$ cat src/hdl/cpk_defines.svh
// Constants for the configuration port key access block
`ifndef CPK_DEFINES_SVH
`define CPK_DEFINES_SVH

// ----------------------------------------------------------------
// Port addresses and keys
// ----------------------------------------------------------------
`define CPK_BASE_STRAP_LO   16'h03f0
`define CPK_BASE_STRAP_HI   16'h0370
`define CPK_KEY_ENTER       8'h55
`define CPK_KEY_EXIT        8'haa

// ----------------------------------------------------------------
// Global and per-device register indices
// ----------------------------------------------------------------
`define CPK_IDX_CFG_CTRL    8'h02
`define CPK_IDX_LDN         8'h07
`define CPK_IDX_DEV_ID      8'h20
`define CPK_IDX_DEV_REV     8'h21
`define CPK_IDX_BASE_LO     8'h26
`define CPK_IDX_BASE_HI     8'h27
`define CPK_IDX_ACTIVATE    8'h30

// ----------------------------------------------------------------
// Fields and reset values
// ----------------------------------------------------------------
`define CPK_SOFT_RST_BIT    0
`define CPK_LDN_RST         8'h00
`define CPK_ACT_RST         8'h00
`define CPK_NUM_LDEV        16
`define CPK_LDN_W           4

// ----------------------------------------------------------------
// Timing
// ----------------------------------------------------------------
`define CPK_CLK_HZ          10000000
`define CPK_POR_BLOCK_US    500
`define CPK_POR_BLOCK_CYC   ((`CPK_POR_BLOCK_US * (`CPK_CLK_HZ / 1000000)))

`endif

$ cat src/hdl/cpk_pkg.sv
// Types for the configuration port key access block
package cpk_pkg;

    // Gray coded: only two states, one bit changes
    typedef enum logic [0:0] {
        CPK_RUN = 1'b0,
        CPK_CFG = 1'b1
    } cpk_state_t;

    typedef enum logic [1:0] {
        CPK_HIT_NONE = 2'b00,
        CPK_HIT_IDX  = 2'b01,
        CPK_HIT_DATA = 2'b11
    } cpk_hit_t;

endpackage

$ cat src/hdl/cpk_sync2.sv
// Two flip-flop synchroniser for pin inputs
`timescale 1ns/1ps
module cpk_sync2 (
    input  wire logic clk_i,
    input  wire logic rst_n_i,
    input  wire logic d_i,
    output logic      q_o
);
    logic meta_ff;

    always_ff @(posedge clk_i or negedge rst_n_i) begin
        if (!rst_n_i) begin
            meta_ff <= 1'b0;
            q_o     <= 1'b0;
        end else begin
            meta_ff <= d_i;
            q_o     <= meta_ff;
        end
    end
endmodule

$ cat src/hdl/cpk_por_timer.sv
// Host access blocking timer after power-on
`timescale 1ns/1ps
`include "cpk_defines.svh"
module cpk_por_timer #(
    parameter int unsigned BLOCK_CYC = `CPK_POR_BLOCK_CYC
) (
    input  wire logic clk_i,
    input  wire logic rst_n_i,
    output logic      ready_o
);
    logic [15:0] cnt_ff;

    always_ff @(posedge clk_i or negedge rst_n_i) begin
        if (!rst_n_i) begin
            cnt_ff  <= 16'h0000;
            ready_o <= 1'b0;
        end else if (!ready_o) begin
            if (cnt_ff >= 16'(BLOCK_CYC - 1)) begin
                ready_o <= 1'b1;
            end else begin
                cnt_ff <= cnt_ff + 16'h0001;
            end
        end
    end
endmodule

$ cat src/hdl/cpk_config_port.sv
// Configuration port decoder, key lock and index/data register access
`timescale 1ns/1ps
`include "cpk_defines.svh"

module cpk_config_port
    import cpk_pkg::*;
#(
    parameter int unsigned POR_BLOCK_CYC = `CPK_POR_BLOCK_CYC,
    parameter logic [7:0]  DEV_ID_VAL    = 8'h5a, // Arbitrary value
    parameter logic [7:0]  DEV_REV_VAL   = 8'h01  // Arbitrary value
) (
    input  wire logic        clk_i,
    input  wire logic        arst_n_i,
    input  wire logic        hard_reset_input_i,
    input  wire logic        base_strap_i,
    input  wire logic        aen_i,
    input  wire logic        iow_n_i,
    input  wire logic        ior_n_i,
    input  wire logic [15:0] addr_i,
    input  wire logic [7:0]  data_i,
    output logic [7:0]       data_o,
    output logic             data_oe_n_o,
    output logic             cfg_mode_o,
    output logic [15:0]      port_base_o,
    output logic [`CPK_NUM_LDEV-1:0] ldev_active_o,
    output logic             host_ready_o
);
    // ----------------------------------------------------------------
    // Reset and pin synchronisation
    // ----------------------------------------------------------------
    logic rst_s1_ff;
    logic rst_n;

    always_ff @(posedge clk_i or negedge arst_n_i) begin
        if (!arst_n_i) begin
            rst_s1_ff <= 1'b0;
            rst_n     <= 1'b0;
        end else begin
            rst_s1_ff <= 1'b1;
            rst_n     <= rst_s1_ff;
        end
    end

    logic hrst_s;
    logic strap_s;
    logic aen_s;
    logic iow_s;
    logic ior_s;

    cpk_sync2 u_sync_hrst (.clk_i(clk_i), .rst_n_i(rst_n),
                           .d_i(hard_reset_input_i), .q_o(hrst_s));
    cpk_sync2 u_sync_strap (.clk_i(clk_i), .rst_n_i(rst_n),
                            .d_i(base_strap_i), .q_o(strap_s));
    cpk_sync2 u_sync_aen (.clk_i(clk_i), .rst_n_i(rst_n),
                          .d_i(aen_i), .q_o(aen_s));
    cpk_sync2 u_sync_iow (.clk_i(clk_i), .rst_n_i(rst_n),
                          .d_i(~iow_n_i), .q_o(iow_s));
    cpk_sync2 u_sync_ior (.clk_i(clk_i), .rst_n_i(rst_n),
                          .d_i(~ior_n_i), .q_o(ior_s));

    // Address and data are stable for the whole strobe, so two
    // register stages aligned to the synchronised strobe suffice
    logic [15:0] addr_d1_ff;
    logic [15:0] addr_ff;
    logic [7:0]  wdat_d1_ff;
    logic [7:0]  wdat_ff;

    always_ff @(posedge clk_i or negedge rst_n) begin
        if (!rst_n) begin
            addr_d1_ff <= 16'h0000;
            addr_ff    <= 16'h0000;
            wdat_d1_ff <= 8'h00;
            wdat_ff    <= 8'h00;
        end else begin
            addr_d1_ff <= addr_i;
            addr_ff    <= addr_d1_ff;
            wdat_d1_ff <= data_i;
            wdat_ff    <= wdat_d1_ff;
        end
    end

    // ----------------------------------------------------------------
    // Strobe edges and hard reset
    // ----------------------------------------------------------------
    logic iow_d_ff;
    logic ior_d_ff;
    logic hrst_d_ff;
    logic wr_pulse;
    logic rd_start;
    logic hrst_fall;
    logic blocked;

    always_ff @(posedge clk_i or negedge rst_n) begin
        if (!rst_n) begin
            iow_d_ff  <= 1'b0;
            ior_d_ff  <= 1'b0;
            hrst_d_ff <= 1'b0;
        end else begin
            iow_d_ff  <= iow_s;
            ior_d_ff  <= ior_s;
            hrst_d_ff <= hrst_s;
        end
    end

    logic por_ready;

    cpk_por_timer #(.BLOCK_CYC(POR_BLOCK_CYC)) u_por (
        .clk_i   (clk_i),
        .rst_n_i (rst_n),
        .ready_o (por_ready)
    );

    assign blocked   = !por_ready || hrst_s || aen_s;
    assign wr_pulse  = iow_s && !iow_d_ff && !blocked;
    assign rd_start  = ior_s && !ior_d_ff && !blocked;
    assign hrst_fall = hrst_d_ff && !hrst_s;

    // ----------------------------------------------------------------
    // Base address
    // ----------------------------------------------------------------
    logic        strap_ff;
    logic        strap_seen_ff;
    logic [15:0] base_ff;

    function automatic logic [15:0] strap_base(input logic s);
        strap_base = s ? `CPK_BASE_STRAP_HI : `CPK_BASE_STRAP_LO;
    endfunction

    function automatic cpk_hit_t decode(input logic [15:0] a,
                                        input logic [15:0] b);
        if (a == b) begin
            decode = CPK_HIT_IDX;
        end else if (a == b + 16'h0001) begin
            decode = CPK_HIT_DATA;
        end else begin
            decode = CPK_HIT_NONE;
        end
    endfunction

    // Sync stages hold their reset value just after release, so the
    // strap is followed for the whole power-on block, then at each hard
    // reset end; a block shorter than three cycles would miss it
    always_ff @(posedge clk_i or negedge rst_n) begin
        if (!rst_n) begin
            strap_ff      <= 1'b0;
            strap_seen_ff <= 1'b0;
        end else if (!por_ready || hrst_fall) begin
            strap_ff      <= strap_s;
            strap_seen_ff <= 1'b1;
        end
    end

    cpk_state_t  state_ff;
    logic [7:0]  index_ff;
    logic [`CPK_LDN_W-1:0] ldn_ff;
    logic        base_ovr_ff;
    cpk_hit_t    hit;
    logic        soft_rst;

    assign hit = decode(addr_ff, base_ff);
    assign soft_rst = wr_pulse && state_ff == CPK_CFG
                   && hit == CPK_HIT_DATA && index_ff == `CPK_IDX_CFG_CTRL
                   && wdat_ff[`CPK_SOFT_RST_BIT];

    always_ff @(posedge clk_i or negedge rst_n) begin
        if (!rst_n) begin
            base_ff     <= `CPK_BASE_STRAP_LO;
            base_ovr_ff <= 1'b0;
        end else if (hrst_s || !strap_seen_ff) begin
            base_ovr_ff <= 1'b0;
        end else if (wr_pulse && state_ff == CPK_CFG
                     && hit == CPK_HIT_DATA) begin
            if (index_ff == `CPK_IDX_BASE_LO) begin
                base_ff[7:0] <= wdat_ff;
                base_ovr_ff  <= 1'b1;
            end else if (index_ff == `CPK_IDX_BASE_HI) begin
                base_ff[15:8] <= wdat_ff;
                base_ovr_ff   <= 1'b1;
            end
        end else if (!base_ovr_ff) begin
            base_ff <= strap_base(strap_ff);
        end
    end

    // ----------------------------------------------------------------
    // Access state machine
    // ----------------------------------------------------------------
    always_ff @(posedge clk_i or negedge rst_n) begin
        if (!rst_n) begin
            state_ff <= CPK_RUN;
        end else if (hrst_s) begin
            state_ff <= CPK_RUN;
        end else if (wr_pulse && hit == CPK_HIT_IDX) begin
            case (state_ff)
                CPK_RUN: begin
                    if (wdat_ff == `CPK_KEY_ENTER) begin
                        state_ff <= CPK_CFG;
                    end
                end
                CPK_CFG: begin
                    if (wdat_ff == `CPK_KEY_EXIT) begin
                        state_ff <= CPK_RUN;
                    end
                end
                default: state_ff <= CPK_RUN;
            endcase
        end
    end

    // Index port write; the exit key also lands here, harmlessly
    always_ff @(posedge clk_i or negedge rst_n) begin
        if (!rst_n) begin
            index_ff <= 8'h00;
        end else if (hrst_s) begin
            index_ff <= 8'h00;
        end else if (wr_pulse && state_ff == CPK_CFG
                     && hit == CPK_HIT_IDX) begin
            index_ff <= wdat_ff;
        end
    end

    always_ff @(posedge clk_i or negedge rst_n) begin
        if (!rst_n) begin
            ldn_ff <= `CPK_LDN_W'(`CPK_LDN_RST);
        end else if (hrst_s || soft_rst) begin
            ldn_ff <= `CPK_LDN_W'(`CPK_LDN_RST);
        end else if (wr_pulse && state_ff == CPK_CFG
                     && hit == CPK_HIT_DATA
                     && index_ff == `CPK_IDX_LDN) begin
            ldn_ff <= wdat_ff[`CPK_LDN_W-1:0];
        end
    end

    // Per-device activate bits; index below 0x30 is global
    logic [`CPK_NUM_LDEV-1:0] act_ff;

    always_ff @(posedge clk_i or negedge rst_n) begin
        if (!rst_n) begin
            act_ff <= '0;
        end else if (hrst_s || soft_rst) begin
            act_ff <= '0;
        end else if (wr_pulse && state_ff == CPK_CFG
                     && hit == CPK_HIT_DATA
                     && index_ff == `CPK_IDX_ACTIVATE) begin
            act_ff[ldn_ff] <= wdat_ff[0];
        end
    end

    // ----------------------------------------------------------------
    // Read path
    // ----------------------------------------------------------------
    logic [7:0] nxt_rdata;

    always_comb begin
        nxt_rdata = 8'h00;
        if (hit == CPK_HIT_IDX) begin
            nxt_rdata = index_ff;
        end else if (index_ff == `CPK_IDX_LDN) begin
            nxt_rdata = {{(8-`CPK_LDN_W){1'b0}}, ldn_ff};
        end else if (index_ff == `CPK_IDX_DEV_ID) begin
            nxt_rdata = DEV_ID_VAL;
        end else if (index_ff == `CPK_IDX_DEV_REV) begin
            nxt_rdata = DEV_REV_VAL;
        end else if (index_ff == `CPK_IDX_BASE_LO) begin
            nxt_rdata = base_ff[7:0];
        end else if (index_ff == `CPK_IDX_BASE_HI) begin
            nxt_rdata = base_ff[15:8];
        end else if (index_ff == `CPK_IDX_ACTIVATE) begin
            nxt_rdata = {7'h00, act_ff[ldn_ff]};
        end
    end

    // Key port is write-only: in Run no read is answered
    always_ff @(posedge clk_i or negedge rst_n) begin
        if (!rst_n) begin
            data_o      <= 8'h00;
            data_oe_n_o <= 1'b1;
        end else if (rd_start && state_ff == CPK_CFG
                     && hit != CPK_HIT_NONE) begin
            data_o      <= nxt_rdata;
            data_oe_n_o <= 1'b0;
        end else if (!ior_s || aen_s) begin
            data_oe_n_o <= 1'b1;
        end
    end

    // ----------------------------------------------------------------
    // Status outputs
    // ----------------------------------------------------------------
    always_ff @(posedge clk_i or negedge rst_n) begin
        if (!rst_n) begin
            cfg_mode_o    <= 1'b0;
            port_base_o   <= `CPK_BASE_STRAP_LO;
            ldev_active_o <= '0;
            host_ready_o  <= 1'b0;
        end else begin
            cfg_mode_o    <= state_ff == CPK_CFG;
            port_base_o   <= base_ff;
            ldev_active_o <= act_ff;
            host_ready_o  <= por_ready;
        end
    end
endmodule

$ cat config.mk
export PLATFORM = sky130hd
export DESIGN_NAME = cpk_config_port
export DESIGN_NICKNAME = d
export VERILOG_FILES = /design/src/hdl/cpk_pkg.sv /design/src/hdl/cpk_sync2.sv /design/src/hdl/cpk_por_timer.sv /design/src/hdl/cpk_config_port.sv
export VERILOG_INCLUDE_DIRS = /design/src /design/src/hdl
export SDC_FILE = /design/constraint.sdc
export NUM_CORES = 1
export LEC_CHECK = 0
export BUFFER_PORTS_ARGS = -buffer_cell sky130_fd_sc_hd__buf_2
export CAP_MARGIN = 20
export CELL_PAD_IN_SITES_DETAIL_PLACEMENT = 1
export CELL_PAD_IN_SITES_GLOBAL_PLACEMENT = 2
export CORE_MARGIN = 4
export CORE_UTILIZATION = 43
export CTS_BUF_LIST = sky130_fd_sc_hd__clkbuf_16
export DETAILED_ROUTE_END_ITERATION = 16
export PLACE_DENSITY = 0.93
export SYNTH_ARGS = -nofsm -noshare
export SYNTH_HDL_FRONTEND = slang
export SYNTH_HIERARCHICAL = 1
export SYNTH_SLANG_ARGS = --single-unit
$ cat constraint.sdc
create_clock -name clk_i -period 9 [get_ports clk_i]
set_input_delay 1.35 -clock clk_i [delete_from_list [all_inputs] [get_ports clk_i]]
set_output_delay 1.35 -clock clk_i [all_outputs]
set_load 0.03 [all_outputs]
## After elaboration in Yosys (flattened, before gate mapping)

Index checks and enable logic that the tools add are counted.

- Flip-flop bits (word level): 171
- Bits in latches: 0
- RAM bits: 0
- Memory bits (read-only): 0
- Bits of input ports: 31
- Word-level logic and storage cells: 144
- Memories kept: 0

- Add/subtract/negate cells: 2
- Multipliers: 0
- Div/mod/pow operators: 0
- $lt $le $gt $ge: 3
- Eq/ne operators: 17
- Shifts and indexed selects: 0
- Mux-type cells: 39
- Bitwise operators: 6
- Reduce and logical (&&, ||, !) cells: 41

Operator list:

| cell | count |
|---|---|
| two-way mux 8 bit | 12 |
| two-way mux 16 bit | 4 |
| == test 8 x 6 -> 1 bit (second input constant) | 5 |
| adder 16 x 1 -> 16 bit (second input constant) | 2 |
| == test 16 bit | 2 |
| bitwise mux 16 bit | 1 |
| >= comparator 16 x 13 -> 1 bit (second input constant) | 1 |
| logical AND 1 bit | 16 |
| two-way mux 1 bit | 15 |
| nonzero test 2 bit | 7 |
| == test 8 x 2 -> 1 bit (second input constant) | 1 |
| == test 8 x 3 -> 1 bit (second input constant) | 1 |
| == test 8 x 7 -> 1 bit (second input constant) | 1 |
| == test 8 bit (second input constant) | 1 |
| two-way mux 4 bit | 2 |
| zero test 1 bit | 7 |
| logical OR 1 bit | 6 |
| inequality test 2 x 1 -> 1 bit (second input constant) | 3 |
| inverter 1 bit | 6 |
| less-than comparator 4 x 5 -> 1 bit (second input constant) | 1 |
| binary-select mux 1 bit (select 4 bit) | 1 |
| demux 1 bit (select 4 bit) | 1 |
| >= comparator 4 x 1 -> 1 bit (second input constant) | 1 |
| two-way mux 2 bit | 2 |
| 8 further kinds | 9 |

## Longest topological paths before layout

Gate-level depths: netlist of run 1.

- Depth after elaboration: 11
- Mapped depth: 10
- Depth with buffers taken out: 8

## Hierarchy

The synthesis of run 1 kept the hierarchy.

Modules (own cells, without submodules):

| module | times used | cells an instance | area an instance (sq um) | sequential area each (sq um) |
|---|---|---|---|---|
| cpk_config_port | 1 | 515 | 6203.4 | 3619.7 |
| cpk_por_timer | 1 | 66 | 773.2 | 425.4 |
| cpk_sync2 | 5 | 2 | 50.0 | 50.0 |

## Least setup slack after synthesis of run 1

Ideal clock, no wire load.

- Path type: register to register
- Start point: register base_ff[6]
- End point: register act_ff[3]
- Setup time: 0.134 ns
- Data arrival time: 2.751 ns
- Required time: 8.866 ns
- Path slack: 6.115 ns
- Cell stages (with the launch flop): 11
- Path buffers: 3
- Period minus slack after synthesis: 2.885 ns
- Path through: dfstp_2 buf_2 and4_1 a41oi_1 nor4_2 o2111ai_1 or4b_1 buf_2 buf_6 o41ai_1 a21oi_1

- Longest elaborated chain between the ends: 10
- Elaborated cells on any way between the ends: 13
- Classes of those cells: add/sub (1); eq/ne (3); mux (3); reduce/logical (6)

Ends and longest elaborated chain:

| element | line | text |
|---|---|---|
| from (decl) | cpk_config_port.sv:123 | `logic [15:0] base_ff;` |
| from (signal assigned) | cpk_config_port.sv:167 | `` base_ff <= `CPK_BASE_STRAP_LO; `` |
| from (signal assigned) | cpk_config_port.sv:174 | `base_ff[7:0] <= wdat_ff;` |
| from (signal assigned) | cpk_config_port.sv:181 | `base_ff <= strap_base(strap_ff);` |
| adder 16 x 1 -> 16 bit | cpk_config_port.sv:133 | `end else if (a == b + 16'h0001) begin` |
| == test 16 bit | cpk_config_port.sv:133 |  |
| two-way mux 2 bit | cpk_config_port.sv:133 |  |
| two-way mux 2 bit (*) | cpk_config_port.sv:131 | `if (a == b) begin` |
| == test 2 bit (*) | cpk_config_port.sv:162, cpk_config_port.sv:243 |  |
| logical AND 1 bit (*) | cpk_config_port.sv:162, cpk_config_port.sv:243 |  |
| logical AND 1 bit (no line) | - |  |
| logical AND 1 bit | cpk_config_port.sv:161 | `assign soft_rst = wr_pulse && state_ff == CPK_CFG` |
| logical OR 1 bit | cpk_config_port.sv:240 | `end else if (hrst_s \|\| soft_rst) begin` |
| two-way mux 16 bit / nonzero test 2 bit (equally long branches) | - |  |
| to (signal, indexed assignment) | cpk_config_port.sv:245 | `act_ff[ldn_ff] <= wdat_ff[0];` |
| to (decl) | cpk_config_port.sv:235 | `` logic [`CPK_NUM_LDEV-1:0] act_ff; `` |

Every way passes the cells marked *; elsewhere a longest branch is shown, timed or not.
A chain may end at the register's enable or synchronous reset.

## Worst setup path after layout of run 1

- Start point: register base_ff[5]
- End point: register act_ff[10]

Same word-level chain as after synthesis.

==> impl_metrics.yaml, run 1 <==
routing:
  final_antenna_net_count: 0
  drtIter0Drc: 308
  wl_per_cell_um: 21.3
  vias_per_cell: 5.80
  met3WireLength_um: 751
  totalWireLength_um: 18700
  vias: 5091
  top_layer: "met4"
  drt-met1-wl_um: 8130
  first_pass_iters: 5
  drc: 0
  wl_met2_um: 9630
yosys:
  synth_area_um2: 7230
  ys_seq_area_frac: 0.594
  yosysWarnings: 6
  ys_seq_elements: 171
  synth_ff_type: "dfrtp_1"
  synth_cells: 591
  postSynthAreaPerCell_um2: 12.2
  syn-num-nets: 624
  synth-edff-count: 0
  async_flop_share: 1.00
  synth.distinct_cells: 70
finish:
  syn_to_final_growth_pct: 16.2
  layout.nets: 678
  fill_cells: 1726
  antenna_cells: 0
  drive_gt1_frac: 0.261
worst_hold_path:
  hold_class: "reg -> async"
timing:
  period_share: 0.421
  rsz0062_at_grt: "false"
  slew_violations: 0
  clock_skew_ns: 0.0101
  tightest_slew_ns: 1.04
  setup_tns_ns: 0
  hold_violations: 0
  min_period_ns: 3.79
  finalSetupViolCount: 0
  max_clock_freq_ghz: 0.264
  relSlewSlack: 0.304
worst_setup_path:
  critPathCaptureType: "register"
  path_class: "reg -> reg"
  r2r_slack_ns: 5.21
  crit_fanout: 25
  r2r_end: "act_ff[10]"
  cp.required_ns: 9.30
  cp.arrival_ns: 4.09
  rr_worst_depth: 8
  r2r_start: "base_ff[5]"
  start_kind: "register"
global_routing:
  grt_max_degree: 86
  grt_first_pass_wirelength_um: 30100
  overflow: 0
  antenna_found_initial: 0
  grt_usage: 0.208
  grt_pass1_vias: 5446
clock_tree:
  numCtsBuffers: 17
  cts_resized: 0
  cts_setup_buffers: 0
  clk_latency_ns: 0.43
  root_buffer: "clkbuf_16"
  htreeDepth: 4
  cts_tree: "built"
  clk_pin_slew_ns: 0.07
  clock-sinks: 171
  postCtsHoldBufs: 0
  clock_path_buffers: 2
floorplan:
  core_um2: 16500
  fp.dieW_um: 138
  ios: 74
  die_h_um: 138
  start_util: 0.437
  num_rows: 47
  dieArea_um2: 18900
run_status:
  status: "completed"
power:
  finalPower_mw: 1.61
  p_leak_nw: 3.73
  p_per_area_nw_per_um2: 192
  vdd_drop_max_mv: 0.115
flow_run:
  max_cap_violations: 0
place:
  gp_congestion: 0.889
  placement.io_buffers: 73
  dpl.hpwl_um: 12500
-- how the worst max path moves through the flow --
stage                     slack [ns]          end        from
after floorplan                 3.91    act_ff[0]       rst_n
after global placement          5.30  base_ff[12]  base_ff[4]
after detailed placement        5.23    act_ff[4]  base_ff[4]
after CTS                       5.22  base_ff[15]  base_ff[5]
after global routing            5.00    act_ff[7]  base_ff[4]
final                           5.21   act_ff[10]  base_ff[5]
-- kinds of logic after synthesis --
group | after synthesis | synth area share
compound gates | 120 | 0.123
xor+xnor | 34 | 0.0412
fa+ha+maj | 2 | 0.00346
buf+inv | 56 | 0.0341
flops | 171 | 0.594
mux | 25 | 0.0464
other cells | 1 | 0.000519
simple gates | 182 | 0.157
-- metal layers --
layer,track usage,vias to the layer above
met4,0.0643,0
li1,-,2278
met5,0,-
met1,0.277,2668
met2,0.346,124
met3,0.0405,21
-- final cells by class --
cell class / count / area, um2 / area share
multi-input cells: 364 / 2710 / 0.322
clock inverters: 15 / 191 / 0.0228
inverters: 11 / 41.3 / 0.00492
clock buffers: 17 / 425 / 0.0507
flip-flops and latches: 171 / 4300 / 0.512
well taps: 220 / 275 / 0.0328
repair buffers: 80 / 458 / 0.0545
-- cell usage after synthesis (7+ instances only) --
library cell / count / area (um2)
xnor2_1: 17 / 149
nand2b_1: 12 / 75.1
o21ai_0: 12 / 60.1
dfrtp_1: 158 / 3950
dfstp_2: 13 / 342
nand3_1: 12 / 60.1
o41ai_1: 10 / 87.6
nand2_1: 21 / 78.8
nor4_1: 7 / 43.8
buf_1: 8 / 30.0
a22oi_1: 17 / 128
nand4_1: 30 / 188
inv_1: 11 / 41.3
o2bb2ai_1: 10 / 87.6
nor2_1: 23 / 86.3
nor2b_1: 11 / 68.8
nor3_1: 22 / 110
xor2_1: 17 / 149
buf_2: 10 / 50.1
mux2_2: 17 / 191
a21oi_1: 29 / 145
clkbuf_1: 22 / 82.6
-- critical path, cell delays in order (launching register included) --
cell and delay [ns]:
dfstp_2 0.70, and4_1 0.33, a41oi_1 0.20, nor4_2 0.40, o2111ai_1 0.25, or4b_1 1.05, o21bai_1 0.33, buf_4 0.30
a21oi_1 0.08
-- where the power goes --
part | total, mW | switching [mW] | internal, mW | leakage (nW)
combinational | 0.0440 | 0.0268 | 0.0172 | 1.24
clock | 0.765 | 0.323 | 0.443 | 0.306
sequential | 0.802 | 0.0178 | 0.785 | 2.18
total | 1.61 | 0.367 | 1.24 | 3.73
-- metrics by stage --
step | setup slack [ns] | area [um2] | util | std cells | hold slack [ns]
floorplan | 3.91 | 7230 | - | 591 | 0.331
global placement | 5.30 | 7720 | 0.467 | 844 | 0.333
detailed placement | 5.23 | 7720 | 0.467 | 844 | 0.336
CTS | 5.22 | 8340 | 0.505 | 876 | 0.351
global route | 5.00 | 8400 | 0.508 | 878 | 0.358
finish | 5.21 | 8400 | 0.508 | 878 | 0.307
-- flip-flops by register name (all words and copies together), names as in the netlist, 4 cells and up --
name	count
wdat_ff	8
addr_d1_ff	16
ldev_active_o	16
data_o	8
index_ff	8
base_ff	16
addr_ff	16
ldn_ff	4
wdat_d1_ff	8
act_ff	16
u_por/cnt_ff	16
port_base_o	16
-- cell usage in the layout (no fill, tap or decap), drive strengths merged, types with 4 or more instances in the layout --
| cell type | instances |
|---|---|
| o2bb2ai | 10 |
| nand4 | 32 |
| nor2b | 11 |
| nand2 | 21 |
| inv | 16 |
| and4 | 6 |
| clkinv | 7 |
| o21ai | 13 |
| xnor2 | 17 |
| a21oi | 30 |
| a2bb2oi | 4 |
| a31oi | 5 |
| nor4 | 13 |
| nor3 | 22 |
| and2 | 4 |
| a22oi | 17 |
| o22ai | 5 |
| clkbuf | 17 |
| mux2 | 18 |
| and3 | 5 |
| dfrtp | 158 |
| o41ai | 16 |
| xor2 | 17 |
| nand2b | 12 |
| nor2 | 24 |
| dfstp | 13 |
| or2 | 5 |
| nand3 | 13 |
| mux4 | 5 |
| buf | 80 |
No activity file was read; power rests on OpenSTA's default activity.
==> inputs of run 2 (changes only) <==
CORE_UTILIZATION = 40   (was 43)
PLACE_DENSITY = 0.88   (was 0.93)
clock period = 3.73 ns   (was 9 ns; I/O delays follow)
==> run 2 against run 1 <==
Worst hold slack got worse by 0.13 ns. Maximum frequency grew 14%. Clock skew down 0.0011 ns. Die area is 7.1% higher. Clock power rose by 120%. Highest routed layer unchanged. Routed wire length grew 0.57%. First-iteration DRC count grew 45%.
==> impl_metrics.yaml, run 2 (synthesis gave the netlist of run 1 again) <==
finish:
  drive_gt1_frac: 0.271
  syn_to_final_growth_pct: 16.4
  antenna_cells: 0
  fin_util: 0.481
  fill_cells: 1845
  layout.nets: 685
  layout_commonest_cell: "dfrtp_1"
  final_cell_mix: "dfrtp_1 (157), buf_2 (73), nand4_1 (30), a21oi_1 (29), nor2_1 (23)"
place:
  pre_cts_ws_ns: 0.476
  gp_congestion: 0.915
  dpl.hpwl_um: 12700
  placement.io_buffers: 73
floorplan:
  core_um2: 17500
  fp.dieW_um: 142
  dieArea_um2: 20300
  die_h_um: 142
  ios: 74
  start_util: 0.414
  num_rows: 48
worst_setup_path:
  cp.arrival_ns: 3.65
  max_stage_delay_ns: 0.64
  cp.required_ns: 4.04
  critPathCaptureType: "register"
  start_kind: "register"
  path_cells: "ha_1 > and3_1 > a21oi_1 > a211oi_1 > o2111ai_1 > o31a_1 > nor4_4 > mux2_2"
  r2r_end: "data_o[7]"
  cpLargestDelayFamily: "compound AO/OA/AOI/OAI gates"
  r2r_start: "base_ff[0]"
  crit_fanout: 9
  slowest_stage: "nor4_4"
  path_class: "reg -> reg"
  r2r_slack_ns: 0.40
  path_buf_inv: 0
  rr_worst_depth: 8
timing:
  tightest_slew_ns: 1.02
  hold_violations: 0
  clock_skew_ns: 0.00899
  min_period_ns: 3.33
  setup_tns_ns: 0
  max_clock_freq_ghz: 0.300
  slew_violations: 0
  period_share: 0.893
  layout_setup_ws_ns: 0.398
  relSlewSlack: 0.312
  finalSetupViolCount: 0
  rsz0062_at_grt: "false"
clock_tree:
  clk_pin_slew_ns: 0.07
  clock_path_buffers: 2
  clock-sinks: 171
  cts_setup_buffers: 0
  postCtsHoldBufs: 1
  htreeDepth: 4
  numCtsBuffers: 17
  clk_latency_ns: 0.44
  cts_tree: "built"
  root_buffer: "clkbuf_16"
  cts_resized: 0
worst_hold_path:
  hold_class: "reg -> async"
power:
  p_seq_frac: 0.514
  intPower_mw: 2.83
  power.share.clock: 0.456
  p_per_area_nw_per_um2: 446
  finalPower_mw: 3.75
  p_sw_mw: 0.925
  p_sw_frac: 0.246
  vdd_drop_max_mv: 0.338
  power_frac_comb: 0.031
  p_leak_nw: 3.73
routing:
  drc: 0
  totalWireLength_um: 18900
  vias: 5061
  final_antenna_net_count: 0
  wl_per_cell_um: 21.2
  vias_per_cell: 5.69
  drtIter0Drc: 447
  first_pass_iters: 4
global_routing:
  use_met2: 0.326
  overflow: 0
  grt_usage: 0.197
  grt_first_pass_wirelength_um: 31200
  grt_pass1_vias: 5613
  grt_busiest_layer: "met2"
  antenna_found_initial: 0
  grtUsageMet3: 0.0366
  grt_use_met1: 0.258
  grt_max_degree: 89
run_status:
  status: "completed"
flow_run:
  max_cap_violations: 0
==> run 2: changes by cell type in the layout (fill, tap and decap cells not counted), moves of 3 or more <==
cell / change
bufinv_16: -3
clkinv_4: -4
inv_8: +4
clkinvlp_4: +3
buf_4: +6
==> run 2: worst max-delay path by stage <==
stage                     startpoint    endpoint  slack (ns)  depth (start not counted)
after floorplan           base_ff[6]   act_ff[3]        0.84                         10
after global placement    base_ff[4]  base_ff[4]        0.56                          8
after detailed placement  base_ff[5]   act_ff[3]        0.48                          8
after CTS                 base_ff[1]   data_o[7]        0.39                          8
after global routing      base_ff[0]   act_ff[7]        0.13                          9
final                     base_ff[0]   data_o[7]        0.40                          8
==> run 2: per-stage QoR <==
| step | std cells | instance area [um2] | hold WS, ns |
|---|---|---|---|
| global route | 890 | 8410 | 0.194 |
| global placement | 856 | 7790 | 0.333 |
| detailed placement | 856 | 7790 | 0.336 |
| floorplan | 591 | 7230 | 0.264 |
| CTS | 889 | 8380 | 0.203 |
| finish | 890 | 8410 | 0.173 |
==> run 2: power groups by stage <==
stage / Sequential, mW / Clock [mW] / Combinational, mW
5_1_grt: 1.93 / 1.83 / 0.129
3_5_place_dp: 1.98 / 0 / 0.0960
4_1_cts: 1.94 / 1.75 / 0.0979
6_report: 1.93 / 1.71 / 0.115
3_3_place_gp: 1.97 / 0 / 0.0931
2_1_floorplan: 1.97 / 0 / 0.0447
==> run 2: final cells by class <==
cell class              instances  area, um2  share of cell area
clock inverters                15        151              0.0180
well taps                     225        282              0.0335
inverters                      11       41.3             0.00491
flip-flops and latches        171       4300               0.511
multi-input cells             364       2710               0.322
clock buffers                  17        425              0.0506
repair buffers                 87        505              0.0601
==> run 2: metal layers <==
metal | share of wire | up-vias
met5 | 0 | -
met3 | 0.050 | 30
li1 | - | 2302
met2 | 0.50 | 135
met4 | 0.020 | 0
met1 | 0.43 | 2594
